**src/core/pdc_defines.svh**
```systemverilog
// constants, timing figures and codes for the port detect/classify sequencer
// Notes on behaviour
// - detection forces low, high, low port voltage steps with a small fixed current limit
// - each detection step waits a settling interval before sampling line current
// - signature valid only when rising and falling steps both meet criteria
// - successful detection starts classification automatically in every mode, no host command
// - class probe drives probe voltage, class current limit, one measurement per probe
// - lower power mode uses a single classification probe
// - higher power mode uses two classification probes
// - after detect and class succeed, power the port and monitor continuously
// - start either shut down with ports idle or autonomous sequencing
// - two selectable detection timing variants: endpoint and midspan
// - sample four address straps at power-up, then release pins for internal use
// - interrupt goes low within limit after event, releases within limit after read-clear
// - clock stretch during acknowledge never exceeds the stated maximum
// - classification begins a short typical delay after valid detection ends
// - dual-probe classification inserts a fixed mark interval between probes
// - port power turns on within the maximum time after valid detection
`ifndef PDC_DEFINES_SVH
`define PDC_DEFINES_SVH

`define PDC_CLK_MHZ         200
`define PDC_PORTS           4
// timing figures in their own units
`define PDC_SETTLE_US       2000
`define PDC_SETTLE_MID_US   4000
`define PDC_CLASS_DLY_MS    5
`define PDC_CLE_MS          15
`define PDC_MARK_MS         8
`define PDC_PON_MS          400
`define PDC_INT_MS          5
`define PDC_STRETCH_US      10
// derived cycle counts
`define PDC_SETTLE_CYC      (`PDC_SETTLE_US * `PDC_CLK_MHZ)
`define PDC_SETTLE_MID_CYC  (`PDC_SETTLE_MID_US * `PDC_CLK_MHZ)
`define PDC_CLASS_DLY_CYC   (`PDC_CLASS_DLY_MS * 1000 * `PDC_CLK_MHZ)
`define PDC_CLE_CYC         (`PDC_CLE_MS * 1000 * `PDC_CLK_MHZ)
`define PDC_MARK_CYC        (`PDC_MARK_MS * 1000 * `PDC_CLK_MHZ)
`define PDC_STRETCH_CYC     (`PDC_STRETCH_US * `PDC_CLK_MHZ)
// probe voltage codes for the analog front end
`define PDC_VOLT_OFF        3'h0
`define PDC_VOLT_DET_LO     3'h1
`define PDC_VOLT_DET_HI     3'h2
`define PDC_VOLT_CLASS      3'h3
`define PDC_VOLT_MARK       3'h4
// current limit codes, then the class code for no valid class
`define PDC_ILIM_OFF        2'h0
`define PDC_ILIM_DET        2'h1
`define PDC_ILIM_CLASS      2'h2
`define PDC_ILIM_RUN        2'h3
`define PDC_CLASS_NONE      3'h7

`endif

```
**src/core/pdc_pkg.sv**
```systemverilog
// types shared by the sequencer files
package pdc_pkg;
    typedef enum logic [8:0] {
        PDC_IDLE   = 9'h001,
        PDC_DLO1   = 9'h002,
        PDC_DHI    = 9'h004,
        PDC_DLO2   = 9'h008,
        PDC_CDLY   = 9'h010,
        PDC_CLS1   = 9'h020,
        PDC_MARK   = 9'h040,
        PDC_CLS2   = 9'h080,
        PDC_ON     = 9'h100
    } pdc_state_t;
endpackage : pdc_pkg

```
**src/core/pdc_port_seq.sv**
```systemverilog
// one port's detect, classify and power-on sequencer
`timescale 1ns/1ps
`include "pdc_defines.svh"
module pdc_port_seq #(
    parameter int unsigned SETTLE_CYC     = `PDC_SETTLE_CYC,
    parameter int unsigned SETTLE_MID_CYC = `PDC_SETTLE_MID_CYC,
    parameter int unsigned CDLY_CYC       = `PDC_CLASS_DLY_CYC,
    parameter int unsigned CLE_CYC        = `PDC_CLE_CYC,
    parameter int unsigned MARK_CYC       = `PDC_MARK_CYC
) (
    input  wire logic       clk,           // core clock
    input  wire logic       rst_n,         // synchronised reset
    input  wire logic       enable,        // port may sequence
    input  wire logic       highPower,     // 1 = two-probe classification
    input  wire logic       midspanTiming, // 1 = midspan detection timing
    input  wire logic       sigOk,         // comparator: signature current in range
    input  wire logic [2:0] classMeas,     // measured class of current probe
    input  wire logic       portFault,     // monitor drops power
    output logic      [2:0] voltSel,       // requested probe voltage
    output logic      [1:0] ilimSel,       // requested current limit
    output logic            powerOn,       // port fet on
    output logic            measStrobe,    // one-cycle sample of line current
    output logic            evtPulse,      // outcome event
    output logic            detValid,      // last detection result
    output logic      [2:0] classOut       // last class
);
    pdc_pkg::pdc_state_t stateFf, nxtState;
    logic [31:0] cntFf;
    logic        riseOkFf, loOkFf;
    logic [2:0]  cls1Ff;

    wire [31:0] settleLen = midspanTiming ? SETTLE_MID_CYC : SETTLE_CYC;
    wire [31:0] curLen =
        (stateFf == pdc_pkg::PDC_CDLY) ? CDLY_CYC :
        (stateFf == pdc_pkg::PDC_MARK) ? MARK_CYC :
        (stateFf == pdc_pkg::PDC_CLS1 || stateFf == pdc_pkg::PDC_CLS2) ? CLE_CYC :
        settleLen;
    wire stepDone = (cntFf == curLen - 32'h1);
    wire inTimed  = (stateFf != pdc_pkg::PDC_IDLE) && (stateFf != pdc_pkg::PDC_ON);
    wire sigValid = riseOkFf && loOkFf && sigOk;
    wire classOk  = (classMeas != `PDC_CLASS_NONE);

    // next state
    always_comb begin
        nxtState = stateFf;
        unique case (stateFf)
            pdc_pkg::PDC_IDLE: if (enable) nxtState = pdc_pkg::PDC_DLO1;
            pdc_pkg::PDC_DLO1: if (stepDone) nxtState = pdc_pkg::PDC_DHI;
            pdc_pkg::PDC_DHI:  if (stepDone) nxtState = pdc_pkg::PDC_DLO2;
            pdc_pkg::PDC_DLO2: if (stepDone)
                nxtState = sigValid ? pdc_pkg::PDC_CDLY : pdc_pkg::PDC_IDLE;
            pdc_pkg::PDC_CDLY: if (stepDone) nxtState = pdc_pkg::PDC_CLS1;
            pdc_pkg::PDC_CLS1: if (stepDone) begin
                if (!classOk) nxtState = pdc_pkg::PDC_IDLE;
                else if (highPower) nxtState = pdc_pkg::PDC_MARK;
                else nxtState = pdc_pkg::PDC_ON;
            end
            pdc_pkg::PDC_MARK: if (stepDone) nxtState = pdc_pkg::PDC_CLS2;
            pdc_pkg::PDC_CLS2: if (stepDone)
                nxtState = classOk ? pdc_pkg::PDC_ON : pdc_pkg::PDC_IDLE;
            pdc_pkg::PDC_ON:   if (!enable || portFault) nxtState = pdc_pkg::PDC_IDLE;
            default:           nxtState = pdc_pkg::PDC_IDLE;
        endcase
        if (!enable && stateFf != pdc_pkg::PDC_ON) nxtState = pdc_pkg::PDC_IDLE;
    end

    // probe drive follows the state, so it is glitch-free from flops
    wire [2:0] nxtVolt =
        (nxtState == pdc_pkg::PDC_DHI) ? `PDC_VOLT_DET_HI :
        (nxtState == pdc_pkg::PDC_DLO1 || nxtState == pdc_pkg::PDC_DLO2) ? `PDC_VOLT_DET_LO :
        (nxtState == pdc_pkg::PDC_CLS1 || nxtState == pdc_pkg::PDC_CLS2) ? `PDC_VOLT_CLASS :
        (nxtState == pdc_pkg::PDC_MARK) ? `PDC_VOLT_MARK : `PDC_VOLT_OFF;
    wire [1:0] nxtIlim =
        (nxtState == pdc_pkg::PDC_ON) ? `PDC_ILIM_RUN :
        (nxtVolt == `PDC_VOLT_DET_LO || nxtVolt == `PDC_VOLT_DET_HI) ? `PDC_ILIM_DET :
        (nxtVolt == `PDC_VOLT_OFF) ? `PDC_ILIM_OFF : `PDC_ILIM_CLASS;
    wire sampleNow = inTimed && stepDone && (stateFf != pdc_pkg::PDC_CDLY) &&
                     (stateFf != pdc_pkg::PDC_MARK);
    wire endDetFail = (stateFf == pdc_pkg::PDC_DLO2) && stepDone && !sigValid;
    wire enterOn   = (nxtState == pdc_pkg::PDC_ON) && (stateFf != pdc_pkg::PDC_ON);
    wire classFail = (stateFf == pdc_pkg::PDC_CLS1 || stateFf == pdc_pkg::PDC_CLS2) &&
                     stepDone && !classOk;
    wire dropOn    = (stateFf == pdc_pkg::PDC_ON) && (nxtState == pdc_pkg::PDC_IDLE);

    // state and step counter
    always_ff @(posedge clk or negedge rst_n) begin
        if (!rst_n) begin
            stateFf <= pdc_pkg::PDC_IDLE;
            cntFf   <= 32'h0;
        end else begin
            stateFf <= nxtState;
            cntFf   <= (nxtState != stateFf || !inTimed) ? 32'h0 : cntFf + 32'h1;
        end
    end

    // per-step capture of the detection and class samples
    always_ff @(posedge clk or negedge rst_n) begin
        if (!rst_n) begin
            riseOkFf <= 1'b0;
            loOkFf   <= 1'b0;
            cls1Ff   <= 3'h0;
        end else if (sampleNow) begin
            if (stateFf == pdc_pkg::PDC_DLO1) loOkFf <= sigOk;
            if (stateFf == pdc_pkg::PDC_DHI) riseOkFf <= sigOk && loOkFf;
            if (stateFf == pdc_pkg::PDC_CLS1) cls1Ff <= classMeas;
        end
    end

    // outputs, all registered
    always_ff @(posedge clk or negedge rst_n) begin
        if (!rst_n) begin
            voltSel    <= `PDC_VOLT_OFF;
            ilimSel    <= `PDC_ILIM_OFF;
            powerOn    <= 1'b0;
            measStrobe <= 1'b0;
            evtPulse   <= 1'b0;
            detValid   <= 1'b0;
            classOut   <= 3'h0;
        end else begin
            voltSel    <= nxtVolt;
            ilimSel    <= nxtIlim;
            powerOn    <= (nxtState == pdc_pkg::PDC_ON);
            measStrobe <= sampleNow;
            evtPulse   <= endDetFail || enterOn || classFail || dropOn;
            if (stateFf == pdc_pkg::PDC_DLO2 && stepDone) detValid <= sigValid;
            if (enterOn) classOut <= highPower ? cls1Ff : classMeas;
        end
    end
endmodule : pdc_port_seq

```
**src/core/pdc_port_ctrl.sv**
```systemverilog
// four-port sequencer top with strap capture, interrupt and clock stretch
`timescale 1ns/1ps
`include "pdc_defines.svh"
module pdc_port_ctrl #(
    parameter int unsigned SETTLE_CYC     = `PDC_SETTLE_CYC,
    parameter int unsigned SETTLE_MID_CYC = `PDC_SETTLE_MID_CYC,
    parameter int unsigned CDLY_CYC       = `PDC_CLASS_DLY_CYC,
    parameter int unsigned CLE_CYC        = `PDC_CLE_CYC,
    parameter int unsigned MARK_CYC       = `PDC_MARK_CYC,
    parameter int unsigned STRETCH_CYC    = `PDC_STRETCH_CYC
) (
    input  wire logic        core_clk,        // 200 MHz clock
    input  wire logic        arst_n,          // async reset, active low
    input  wire logic        autoMode,        // 1 = autonomous start, 0 = shutdown
    input  wire logic [3:0]  hostPortEn,      // host enables in shutdown mode
    input  wire logic [3:0]  highPower,       // per port two-probe mode
    input  wire logic        midspanTiming,   // detection timing variant
    input  wire logic [3:0]  sigOk,           // per port signature comparator
    input  wire logic [11:0] classMeas,       // per port measured class, 3 bits each
    input  wire logic [3:0]  portFault,       // per port monitor fault
    input  wire logic        addr_strap_bit0, // strap pin input 0
    input  wire logic        addr_strap_bit1, // strap pin input 1
    input  wire logic        addr_strap_bit2, // strap pin input 2
    input  wire logic        addr_strap_bit3, // strap pin input 3
    input  wire logic        statusRead,      // one-cycle clear-on-read of status
    input  wire logic        ackNeedsTime,    // bus slave wants to stretch in ack
    input  wire logic        inAckPhase,      // bus is in its acknowledge slot
    output logic [3:0]       busAddr,         // captured strap address
    output logic             addrValid,       // straps captured, pins released
    output logic             intOut,          // interrupt pin drive level
    output logic             intOe,           // interrupt open-drain enable
    output logic             sclOut,          // clock pin drive level
    output logic             sclOe,           // clock stretch enable
    output logic [3:0]       statusEvt,       // sticky outcome per port
    output logic [11:0]      voltSel,         // probe voltage codes
    output logic [7:0]       ilimSel,         // current limit codes
    output logic [3:0]       powerOn,         // port power
    output logic [3:0]       measStrobe,      // line current sample strobes
    output logic [3:0]       detValid,        // last detection result
    output logic [11:0]      classOut         // last class per port
);
    logic rstMetaFf, rstSyncFf;
    logic [31:0] stretchCntFf;
    logic [3:0] evt;

    // reset release through two flops; the tail drives everything else
    always_ff @(posedge core_clk or negedge arst_n) begin
        if (!arst_n) begin
            rstMetaFf <= 1'b0;
            rstSyncFf <= 1'b0;
        end else begin
            rstMetaFf <= 1'b1;
            rstSyncFf <= rstMetaFf;
        end
    end
    wire rstN = rstSyncFf;

    // straps caught once after release; later pin activity is ignored
    always_ff @(posedge core_clk or negedge rstN) begin
        if (!rstN) begin
            busAddr   <= 4'h0;
            addrValid <= 1'b0;
        end else if (!addrValid) begin
            busAddr   <= {addr_strap_bit3, addr_strap_bit2,
                          addr_strap_bit1, addr_strap_bit0};
            addrValid <= 1'b1;
        end
    end

    // auto mode sequences all ports; shutdown waits for the host
    wire [3:0] portEn = autoMode ? 4'hF : hostPortEn;

    genvar p;
    generate
        for (p = 0; p < `PDC_PORTS; p++) begin : gPort
            pdc_port_seq #(
                .SETTLE_CYC     (SETTLE_CYC),
                .SETTLE_MID_CYC (SETTLE_MID_CYC),
                .CDLY_CYC       (CDLY_CYC),
                .CLE_CYC        (CLE_CYC),
                .MARK_CYC       (MARK_CYC)
            ) uSeq (
                .clk           (core_clk),
                .rst_n         (rstN),
                .enable        (portEn[p] && addrValid),
                .highPower     (highPower[p]),
                .midspanTiming (midspanTiming),
                .sigOk         (sigOk[p]),
                .classMeas     (classMeas[3*p +: 3]),
                .portFault     (portFault[p]),
                .voltSel       (voltSel[3*p +: 3]),
                .ilimSel       (ilimSel[2*p +: 2]),
                .powerOn       (powerOn[p]),
                .measStrobe    (measStrobe[p]),
                .evtPulse      (evt[p]),
                .detValid      (detValid[p]),
                .classOut      (classOut[3*p +: 3])
            );
        end
    endgenerate

    // sticky status; a new event beats a simultaneous read-clear
    wire [3:0] nxtStatus = evt | (statusRead ? 4'h0 : statusEvt);
    always_ff @(posedge core_clk or negedge rstN) begin
        if (!rstN) begin
            statusEvt <= 4'h0;
            intOe     <= 1'b0;
        end else begin
            statusEvt <= nxtStatus;
            intOe     <= |nxtStatus;   // low one cycle after event, released one cycle after clear
        end
    end

    // stretch only in the ack slot, capped two cycles inside the limit;
    // the running cycle is counted too, so the cap is never overshot by one
    wire stretchOk = ackNeedsTime && inAckPhase &&
                     (stretchCntFf + {31'h0, sclOe} < STRETCH_CYC - 32'h2);
    always_ff @(posedge core_clk or negedge rstN) begin
        if (!rstN) begin
            stretchCntFf <= 32'h0;
            sclOe        <= 1'b0;
        end else begin
            stretchCntFf <= inAckPhase ? stretchCntFf + {31'h0, sclOe} : 32'h0;
            sclOe        <= stretchOk;
        end
    end

    // open-drain pins only ever drive low
    always_ff @(posedge core_clk or negedge rstN) begin
        if (!rstN) begin
            intOut <= 1'b0;
            sclOut <= 1'b0;
        end else begin
            intOut <= 1'b0;
            sclOut <= 1'b0;
        end
    end
endmodule : pdc_port_ctrl

```
**config.mk**
```make
export PLATFORM = sky130hd
export DESIGN_NAME = pdc_port_ctrl
export DESIGN_NICKNAME = d
export VERILOG_FILES = /design/src/core/pdc_pkg.sv /design/src/core/pdc_port_seq.sv /design/src/core/pdc_port_ctrl.sv
export VERILOG_INCLUDE_DIRS = /design/src /design/src/core
export SDC_FILE = /design/constraint.sdc
export NUM_CORES = 1
export LEC_CHECK = 0
export BUFFER_PORTS_ARGS = -buffer_cell sky130_fd_sc_hd__buf_2
export CORE_ASPECT_RATIO = 0.5
export CORE_MARGIN = 3
export CORE_UTILIZATION = 69
export CTS_BUF_LIST = sky130_fd_sc_hd__clkbuf_4 sky130_fd_sc_hd__clkbuf_8
export DETAILED_ROUTE_END_ITERATION = 16
export PLACE_DENSITY = 0.92
export REMOVE_ABC_BUFFERS = 1
export SYNTH_ARGS = -nofsm -noshare
export SYNTH_HDL_FRONTEND = slang
export SYNTH_HIERARCHICAL = 1
export SYNTH_SLANG_ARGS = --single-unit
```
**constraint.sdc**
```tcl
create_clock -name core_clk -period 12.8 [get_ports core_clk]
set_input_delay 1.28 -clock core_clk [delete_from_list [all_inputs] [get_ports core_clk]]
set_output_delay 1.28 -clock core_clk [all_outputs]
set_load 0.01 [all_outputs]
```
# After elaboration in Yosys (flattened, before gate mapping)
# Index checks and enable logic that the tools add are counted.
dict set report totals {
  register_bits 277
  output_inout_bits 57
  word_cells 414
}
dict set report op_classes {
  n_addsub 9
  n_lt_le_gt_ge 1
  n_eq_ne 104
  muxes 112
  bitwise_logic 1
  n_reduce_logical 131
}
# cell n
set ops {}
lappend ops {{32-bit 2-to-1 mux} 17}
lappend ops {{9-bit 2-to-1 mux} 52}
lappend ops {{9-bit case mux with 9 select lines} 4}
lappend ops {{32-bit by 1-bit adder with 32-bit output, second input constant} 4}
lappend ops {{32-bit == test} 4}
lappend ops {{32-bit by 1-bit subtractor with 32-bit output, second input constant} 4}
lappend ops {{9-bit by 1-bit == test with 1-bit output, second input constant} 8}
lappend ops {{9-bit by 2-bit == test with 1-bit output, second input constant} 8}
lappend ops {{9-bit by 3-bit == test with 1-bit output, second input constant} 8}
lappend ops {{9-bit by 4-bit == test with 1-bit output, second input constant} 8}
lappend ops {{9-bit by 6-bit == test with 1-bit output, second input constant} 8}
lappend ops {{9-bit by 7-bit == test with 1-bit output, second input constant} 8}
lappend ops {{9-bit by 8-bit == test with 1-bit output, second input constant} 8}
lappend ops {{9-bit == test, second input constant} 8}
lappend ops {{1-bit logical AND} 62}
lappend ops {{3-bit 2-to-1 mux} 20}
lappend ops {{9-bit by 5-bit == test with 1-bit output, second input constant} 4}
lappend ops {{1-bit logical OR} 36}
lappend ops {{9-bit by 1-bit != test with 1-bit output, second input constant} 4}
lappend ops {{9-bit by 5-bit != test with 1-bit output, second input constant} 4}
lappend ops {{9-bit by 7-bit != test with 1-bit output, second input constant} 4}
lappend ops {{9-bit != test} 4}
lappend ops {{9-bit != test, second input constant} 4}
lappend ops {{32-bit by 1-bit adder with 32-bit output} 1}
lappend ops {{other kinds (13)} 66}

# Depth between registers and ports, before layout
dict set report depth {
  depth_word 19
  mapped_depth 15
  depth_no_buf 13
}

# Hierarchy
# The synthesis kept the hierarchy.
# module instances cells_per_inst area_each_um2 seq_area_each_um2
set modules_own_cells {}
lappend modules_own_cells {pdc_port_seq 4 412 3724.8 1452.6}
lappend modules_own_cells {pdc_port_ctrl 1 252 2528.7 1126.1}

# Least setup slack after synthesis
# No wires, ideal clock.
dict set report synth_timing {
  path_kind {input-to-reg}
  start {input midspanTiming}
  end {register gPort[0].uSeq.ilimSel[1]}
  t_arrival_ps 3792
  required_time_ps 12713
  setup_slack_ps 8921
  path_stages 12
  n_path_buf 1
  cell_sequence {buf_2 > o21ai_0 > a222oi_1 > ha_1 > xor2_1 > nand2_1 > a2111oi_2 > o2111ai_1 > or4b_4 > o211a_1 > a211o_1 > o211ai_1}
}
dict set report synth_via {
  elab_chain_len 18
}
# element line
set synth_lines {}
lappend synth_lines {{from (decl)} pdc_port_ctrl.sv:17} ;# input wire logic midspanTiming,
lappend synth_lines {{20-bit 2-to-1 mux (*)} pdc_port_seq.sv:32} ;# wire [31:0] settleLen = midspanTiming ? SETTLE_MID_CYC : SETTLE_CYC;
lappend synth_lines {{32-bit 2-to-1 mux (*)} pdc_port_seq.sv:36} ;# (stateFf == pdc_pkg::PDC_CLS1 || stateFf == pdc_pkg::PDC_CLS2) ? CLE_CYC :
lappend synth_lines {{32-bit 2-to-1 mux (*)} pdc_port_seq.sv:35} ;# (stateFf == pdc_pkg::PDC_MARK) ? MARK_CYC :
lappend synth_lines {{32-bit 2-to-1 mux (*)} pdc_port_seq.sv:34} ;# (stateFf == pdc_pkg::PDC_CDLY) ? CDLY_CYC :
lappend synth_lines {{32-bit by 1-bit subtractor with 32-bit output (*)} pdc_port_seq.sv:38} ;# wire stepDone = (cntFf == curLen - 32'h1);
lappend synth_lines {{32-bit == test (*)} pdc_port_seq.sv:38}
lappend synth_lines {{9-bit 2-to-1 mux, or another cell as far along} pdc_port_seq.sv:59} ;# pdc_pkg::PDC_CLS2: if (stepDone)
lappend synth_lines {{9-bit case mux with 9 select lines (*)} pdc_port_seq.sv:46} ;# unique case (stateFf)
lappend synth_lines {{9-bit 2-to-1 mux (*)} pdc_port_seq.sv:64} ;# if (!enable && stateFf != pdc_pkg::PDC_ON) nxtState = pdc_pkg::PDC_IDLE;
lappend synth_lines {{9-bit by 7-bit == test with 1-bit output, or another cell as far along} pdc_port_seq.sv:72} ;# (nxtState == pdc_pkg::PDC_MARK) ? `PDC_VOLT_MARK : `PDC_VOLT_OFF;
lappend synth_lines {{3-bit 2-to-1 mux (no source line) or 1-bit logical OR (tied branches)} --}
lappend synth_lines {{3-bit 2-to-1 mux (no source line) (3 in series)} --}
lappend synth_lines {{3-bit logical NOT (no source line), or another cell as far along} --}
lappend synth_lines {{2-bit 2-to-1 mux (no source line) or 1-bit logical OR (tied branches)} --}
lappend synth_lines {{2-bit 2-to-1 mux (no source line)} --}
lappend synth_lines {{2-bit 2-to-1 mux (no source line) (*)} --}
lappend synth_lines {{via gPort[0].uSeq.nxtIlim[1]} pdc_port_seq.sv:73} ;# wire [1:0] nxtIlim =
lappend synth_lines {{to (signal assigned)} pdc_port_seq.sv:113} ;# ilimSel <= `PDC_ILIM_OFF;
lappend synth_lines {{to (signal assigned)} pdc_port_seq.sv:121} ;# ilimSel <= nxtIlim;
lappend synth_lines {{to (decl)} pdc_port_seq.sv:20} ;# output logic [1:0] ilimSel,
# Mark *: on every way through the listed nets, which the timed path passes. The rest lies on a longest branch.
# A chain may end at the register's enable or synchronous reset.

# Final worst setup path
dict set report layout_timing {
  start {register gPort[3].uSeq.stateFf[1]}
  end {register gPort[3].uSeq.cls1Ff[1]}
}
dict set report layout_via {
  elab_chain_len 11
}
# element line
set layout_lines {}
lappend layout_lines {{from (decl)} pdc_port_seq.sv:27} ;# pdc_pkg::pdc_state_t stateFf, nxtState;
lappend layout_lines {{from (signal assigned)} pdc_port_seq.sv:88} ;# stateFf <= pdc_pkg::PDC_IDLE;
lappend layout_lines {{from (signal assigned)} pdc_port_seq.sv:91} ;# stateFf <= nxtState;
lappend layout_lines {{9-bit by 6-bit == test with 1-bit output or 9-bit by 8-bit == test with 1-bit output (tied branches)} {pdc_port_seq.sv:36, pdc_port_seq.sv:105}}
lappend layout_lines {{1-bit logical OR} pdc_port_seq.sv:36}
lappend layout_lines {{32-bit 2-to-1 mux} pdc_port_seq.sv:36}
lappend layout_lines {{32-bit 2-to-1 mux} pdc_port_seq.sv:35}
lappend layout_lines {{32-bit 2-to-1 mux} pdc_port_seq.sv:34}
lappend layout_lines {{32-bit by 1-bit subtractor with 32-bit output} pdc_port_seq.sv:38}
lappend layout_lines {{32-bit == test} pdc_port_seq.sv:38}
lappend layout_lines {{1-bit logical AND (3 in series)} pdc_port_seq.sv:77} ;# wire sampleNow = inTimed && stepDone && (stateFf != pdc_pkg::PDC_CDLY) &&
lappend layout_lines {{2-bit AND reduction (no source line) (*)} --}
lappend layout_lines {{to (signal assigned)} pdc_port_seq.sv:105} ;# if (stateFf == pdc_pkg::PDC_CLS1) cls1Ff <= classMeas;
lappend layout_lines {{to (decl)} pdc_port_seq.sv:30} ;# logic [2:0] cls1Ff;
# Mark *: on every way between the ends. The rest lies on a longest branch, timed or not.

==> out/summary.txt <==
outcome: finished clean
count of cell types in the netlist: 84
DPL Wire Length: 26900 um
reg-to-reg startpoint: gPort[3].uSeq/stateFf[1]$_DFF_PN0_
total routed wirelength: 39200 um
Mean Syn Cell Area: 9.17 um2
average wire length per cell after detail routing: 17.0 um
period utilisation layout: 35.6%
slack of the worst reg-to-reg path: 8250 ps
grt total ovfl: 0
reg2reg path depth: 12
number of instances in the synthesized netlist: 1900
start point of the critical path: gPort[3].uSeq/stateFf[1]$_DFF_PN0_
number of antenna violations at the first check in global routing: 0
Final Core Density: 75.8%
number of enable flip-flop cells after synthesis: 0
worst slew pin tran: 1020 ps
TritonCTS clock tree: built
data arrival at the endpoint of the critical path: 4990 ps
setup bufs post-CTS: 0
number of maximum-capacitance violations: 0
Worst Path Class, Setup: flip-flop to flip-flop
worst-path cell with the longest stage delay: nor3_1
number of storage elements in the synthesis netlist: 277
mapped cell area: 17400 um2
area added between synthesis and finish: 6.29%
cts-stage hold buffer count: 0
sequential element share of the synthesized area: 39.8%
I/O pin cnt: 96
width of the chip: 231 um
kind of start point of the critical path: flip-flop
most utilized layer in the global route result: met2
share of total power consumed by net switching: 24.9%
post-layout min period: 4550 ps
leakage power total: 0.00811 uW
combinational power share: 7.6%
detailed-route DRC error count: 0
final number of max-transition violations: 0
total cell area at the placement stage: 17600 um2
Via Count: 14400
Die Y-Extent: 118 um
cell area after layout: 18500 um2
global-route usage over all layers: 28.4%
unrepaired setup endpoints after global routing: no
M1 GR Usage: 39.5%
worst-case clock skew: 35.8 ps
most frequent cell after synthesis: nor2_1
Pwr Density: 98.9 nW/um2
setup ws final: 8250 ps
worst reg2reg endpoint: gPort[3].uSeq/cls1Ff[1]$_DFFE_PN0P_
routing usage on met3: 4.77%
hold crit path type: flip-flop to asynchronous set/reset pin
final count of negative-setup-slack endpoints: 0
effective utilization at floorplan: 71.4%
worst rel slew slack: 32.2%
Root Driver: clkbuf_8
# port buffers: 93
dominant synthesized flop cell: dfrtp_1
number of antenna diodes: 0
final-layout worst hold slack: 208 ps
standard cell core area: 24400 um2
share of total power in the clock network: 43.3%
length of the first detailed-routing pass in iterations: 6
TNS Setup: 0 ps
warning count from the yosys run: 6
highest cell delay on the worst timing path: 610 ps
share of flip-flops with an asynchronous set or reset: 100%
Stages on worst setup path: 12
maximum number of pins on one net before global-route repair: 177
switching power of the nets: 456 uW
Synth area leader: dfrtp_1
worst path cell trace: nor4_4 -> nand2_1 -> a211o_1 -> a222oi_1 -> ha_1 -> xor2_1 -> nand2_1 -> a211o_1 -> a211oi_2 -> nand2_2 -> nor3_1 -> mux2_2
clock transition at the registers of the reported paths: 70 ps
Max Fclk: 220 MHz
cell types occupying the most area after synthesis: dfrtp_1 (39%), nor2_1 (6.1%), xor2_1 (5.3%)
endpoint class of the critical path: flip-flop
Max H-tree Level: 2
termination of the worst setup path: gPort[3].uSeq/cls1Ff[1]$_DFFE_PN0P_
wire length of the first global-routing pass: 65500 um
post-cts resize count: 0
latest clock arrival within the worst-skew pair: 580 ps
clock sink count: 277
cell-internal power: 1380 uW
proportion of power drawn by flip-flops and latches: 49.1%
critical-path maximum fanout: 13
Commonest cells post-synth: nor2_1 (284), dfrtp_1 (273), nand2_1 (136)
via count normalized by instance count: 6.22
share of Yosys cell area claimed by the top area cell type: 39.2%
pre-CTS worst setup slack: 7910 ps
Max IR drop VDD: 85.6 uV
CTS Buf Count: 40
count of nets left with antenna violations after detail routing: 0
number of hold violations in the final report: 0
number of global-route vias before repair: 13500
gp weighted congestion: 0.960
Buf/Inv on CP: 0
row count: 40
met2 demand-to-capacity share in global routing: 45.8%
final net count: 1993
layout cells sized above 1: 18.3%
required time of the critical path: 13230 ps
Clock Path Buffers: 3
CP delay by family, top: simple AND/OR/NAND/NOR gates
Die Area: 27300 um2
Iteration-0 DRC Markers: 1606
## metal layers
metal | part of all wire (%) | up-vias
li1 | - | 6790
met1 | 44 | 6897
met2 | 47 | 578
met3 | 6.6 | 95
met4 | 2.5 | 0
met5 | 0 | -
## how the worst min path moves through the flow
stage	from	to
4_1_cts	rstN$_DFF_PN0_	stretchCntFf[31]$_DFF_PN0_
3_3_place_gp	rstN$_DFF_PN0_	stretchCntFf[3]$_DFF_PN0_
5_1_grt	rstN$_DFF_PN0_	stretchCntFf[17]$_DFF_PN0_
2_1_floorplan	rstMetaFf$_DFF_PN0_	rstN$_DFF_PN0_
3_5_place_dp	rstN$_DFF_PN0_	stretchCntFf[2]$_DFF_PN0_
6_report	rstN$_DFF_PN0_	stretchCntFf[31]$_DFF_PN0_
## worst reg2reg max path: cells and delay by family, from the launching register on
family,cells,cell delay [ps]
AOI/OAI and AO/OA,4,1300
xor gates and xnor gates,1,220
adders and majority gates,1,230
DFF,1,500
muxes,1,410
and+or+nand+nor,5,1760
## layout make-up
type                            instances  area (um2)
Clock buffer                           63         811
Clock inverter                          8        97.6
Fill cell                            1717        5900
Inverter                               66         248
Multi-Input combinational cell       1458        9470
Sequential cell                       277        6940
Tap cell                              336         420
Timing Repair Buffer                  101         538
## cells by family (layout without fill, tap and decap cells)
group / count (synthesis) / after routing / synth area share, %
and+or+nand+nor: 891 / 891 / 27.2
AOI/OAI and AO/OA: 302 / 302 / 12.6
DFF: 277 / 277 / 39.8
xor gates and xnor gates: 175 / 175 / 8.79
buffers and inverters: 167 / 238 / 6.05
muxes: 76 / 76 / 4.77
adders and majority gates: 10 / 10 / 0.718
other: 2 / 4 / 0.0431
## power by group through the flow
stage | registers (uW) | clock network [uW] | logic [uW]
6_report | 899 | 794 | 140
5_1_grt | 900 | 853 | 156
4_1_cts | 898 | 809 | 139
3_5_place_dp | 915 | 0 | 138
3_3_place_gp | 914 | 0 | 136
2_1_floorplan | 925 | 0 | 79.4
## state kept, by name, indices dropped and copies added, names as in the netlist
signal	flops
addrValid	1
intOe	1
gPort.uSeq/ilimSel	8
gPort.uSeq/riseOkFf	4
gPort.uSeq/cls1Ff	12
statusEvt	4
sclOe	1
gPort.uSeq/classOut	12
stretchCntFf	32
busAddr	4
gPort.uSeq/detValid	4
gPort.uSeq/loOkFf	4
gPort.uSeq/cntFf	128
gPort.uSeq/powerOn	4
gPort.uSeq/measStrobe	4
rstN	1
gPort.uSeq/voltSel	12
gPort.uSeq/stateFf	36
gPort.uSeq/evtPulse	4
rstMetaFf	1
## stage by stage
| stage | cells | power (uW) |
|---|---|---|
| 2_1_floorplan | 1801 | 1000 |
| 3_3_place_gp | 2238 | 1050 |
| 3_5_place_dp | 2238 | 1050 |
| 4_1_cts | 2309 | 1850 |
| 5_1_grt | 2309 | 1910 |
| 6_report | 2309 | 1830 |
## layout by cell type (no fill, tap or decap), drive strengths merged, types with 26 or more instances in the layout
cell / Yosys / layout
a21oi: 53 / 53
and2: 44 / 44
and3: 30 / 30
buf: 47 / 101
clkbuf: 50 / 63
dfrtp: 273 / 273
inv: 66 / 66
mux2: 57 / 57
nand2: 140 / 140
nand2b: 26 / 26
nand3: 91 / 91
nand4: 76 / 76
nor2: 284 / 284
nor3: 35 / 35
nor4: 31 / 31
o21ai: 66 / 66
or2: 26 / 26
xnor2: 70 / 70
xor2: 105 / 105
Note: power is estimated with default switching activity, not from simulation.
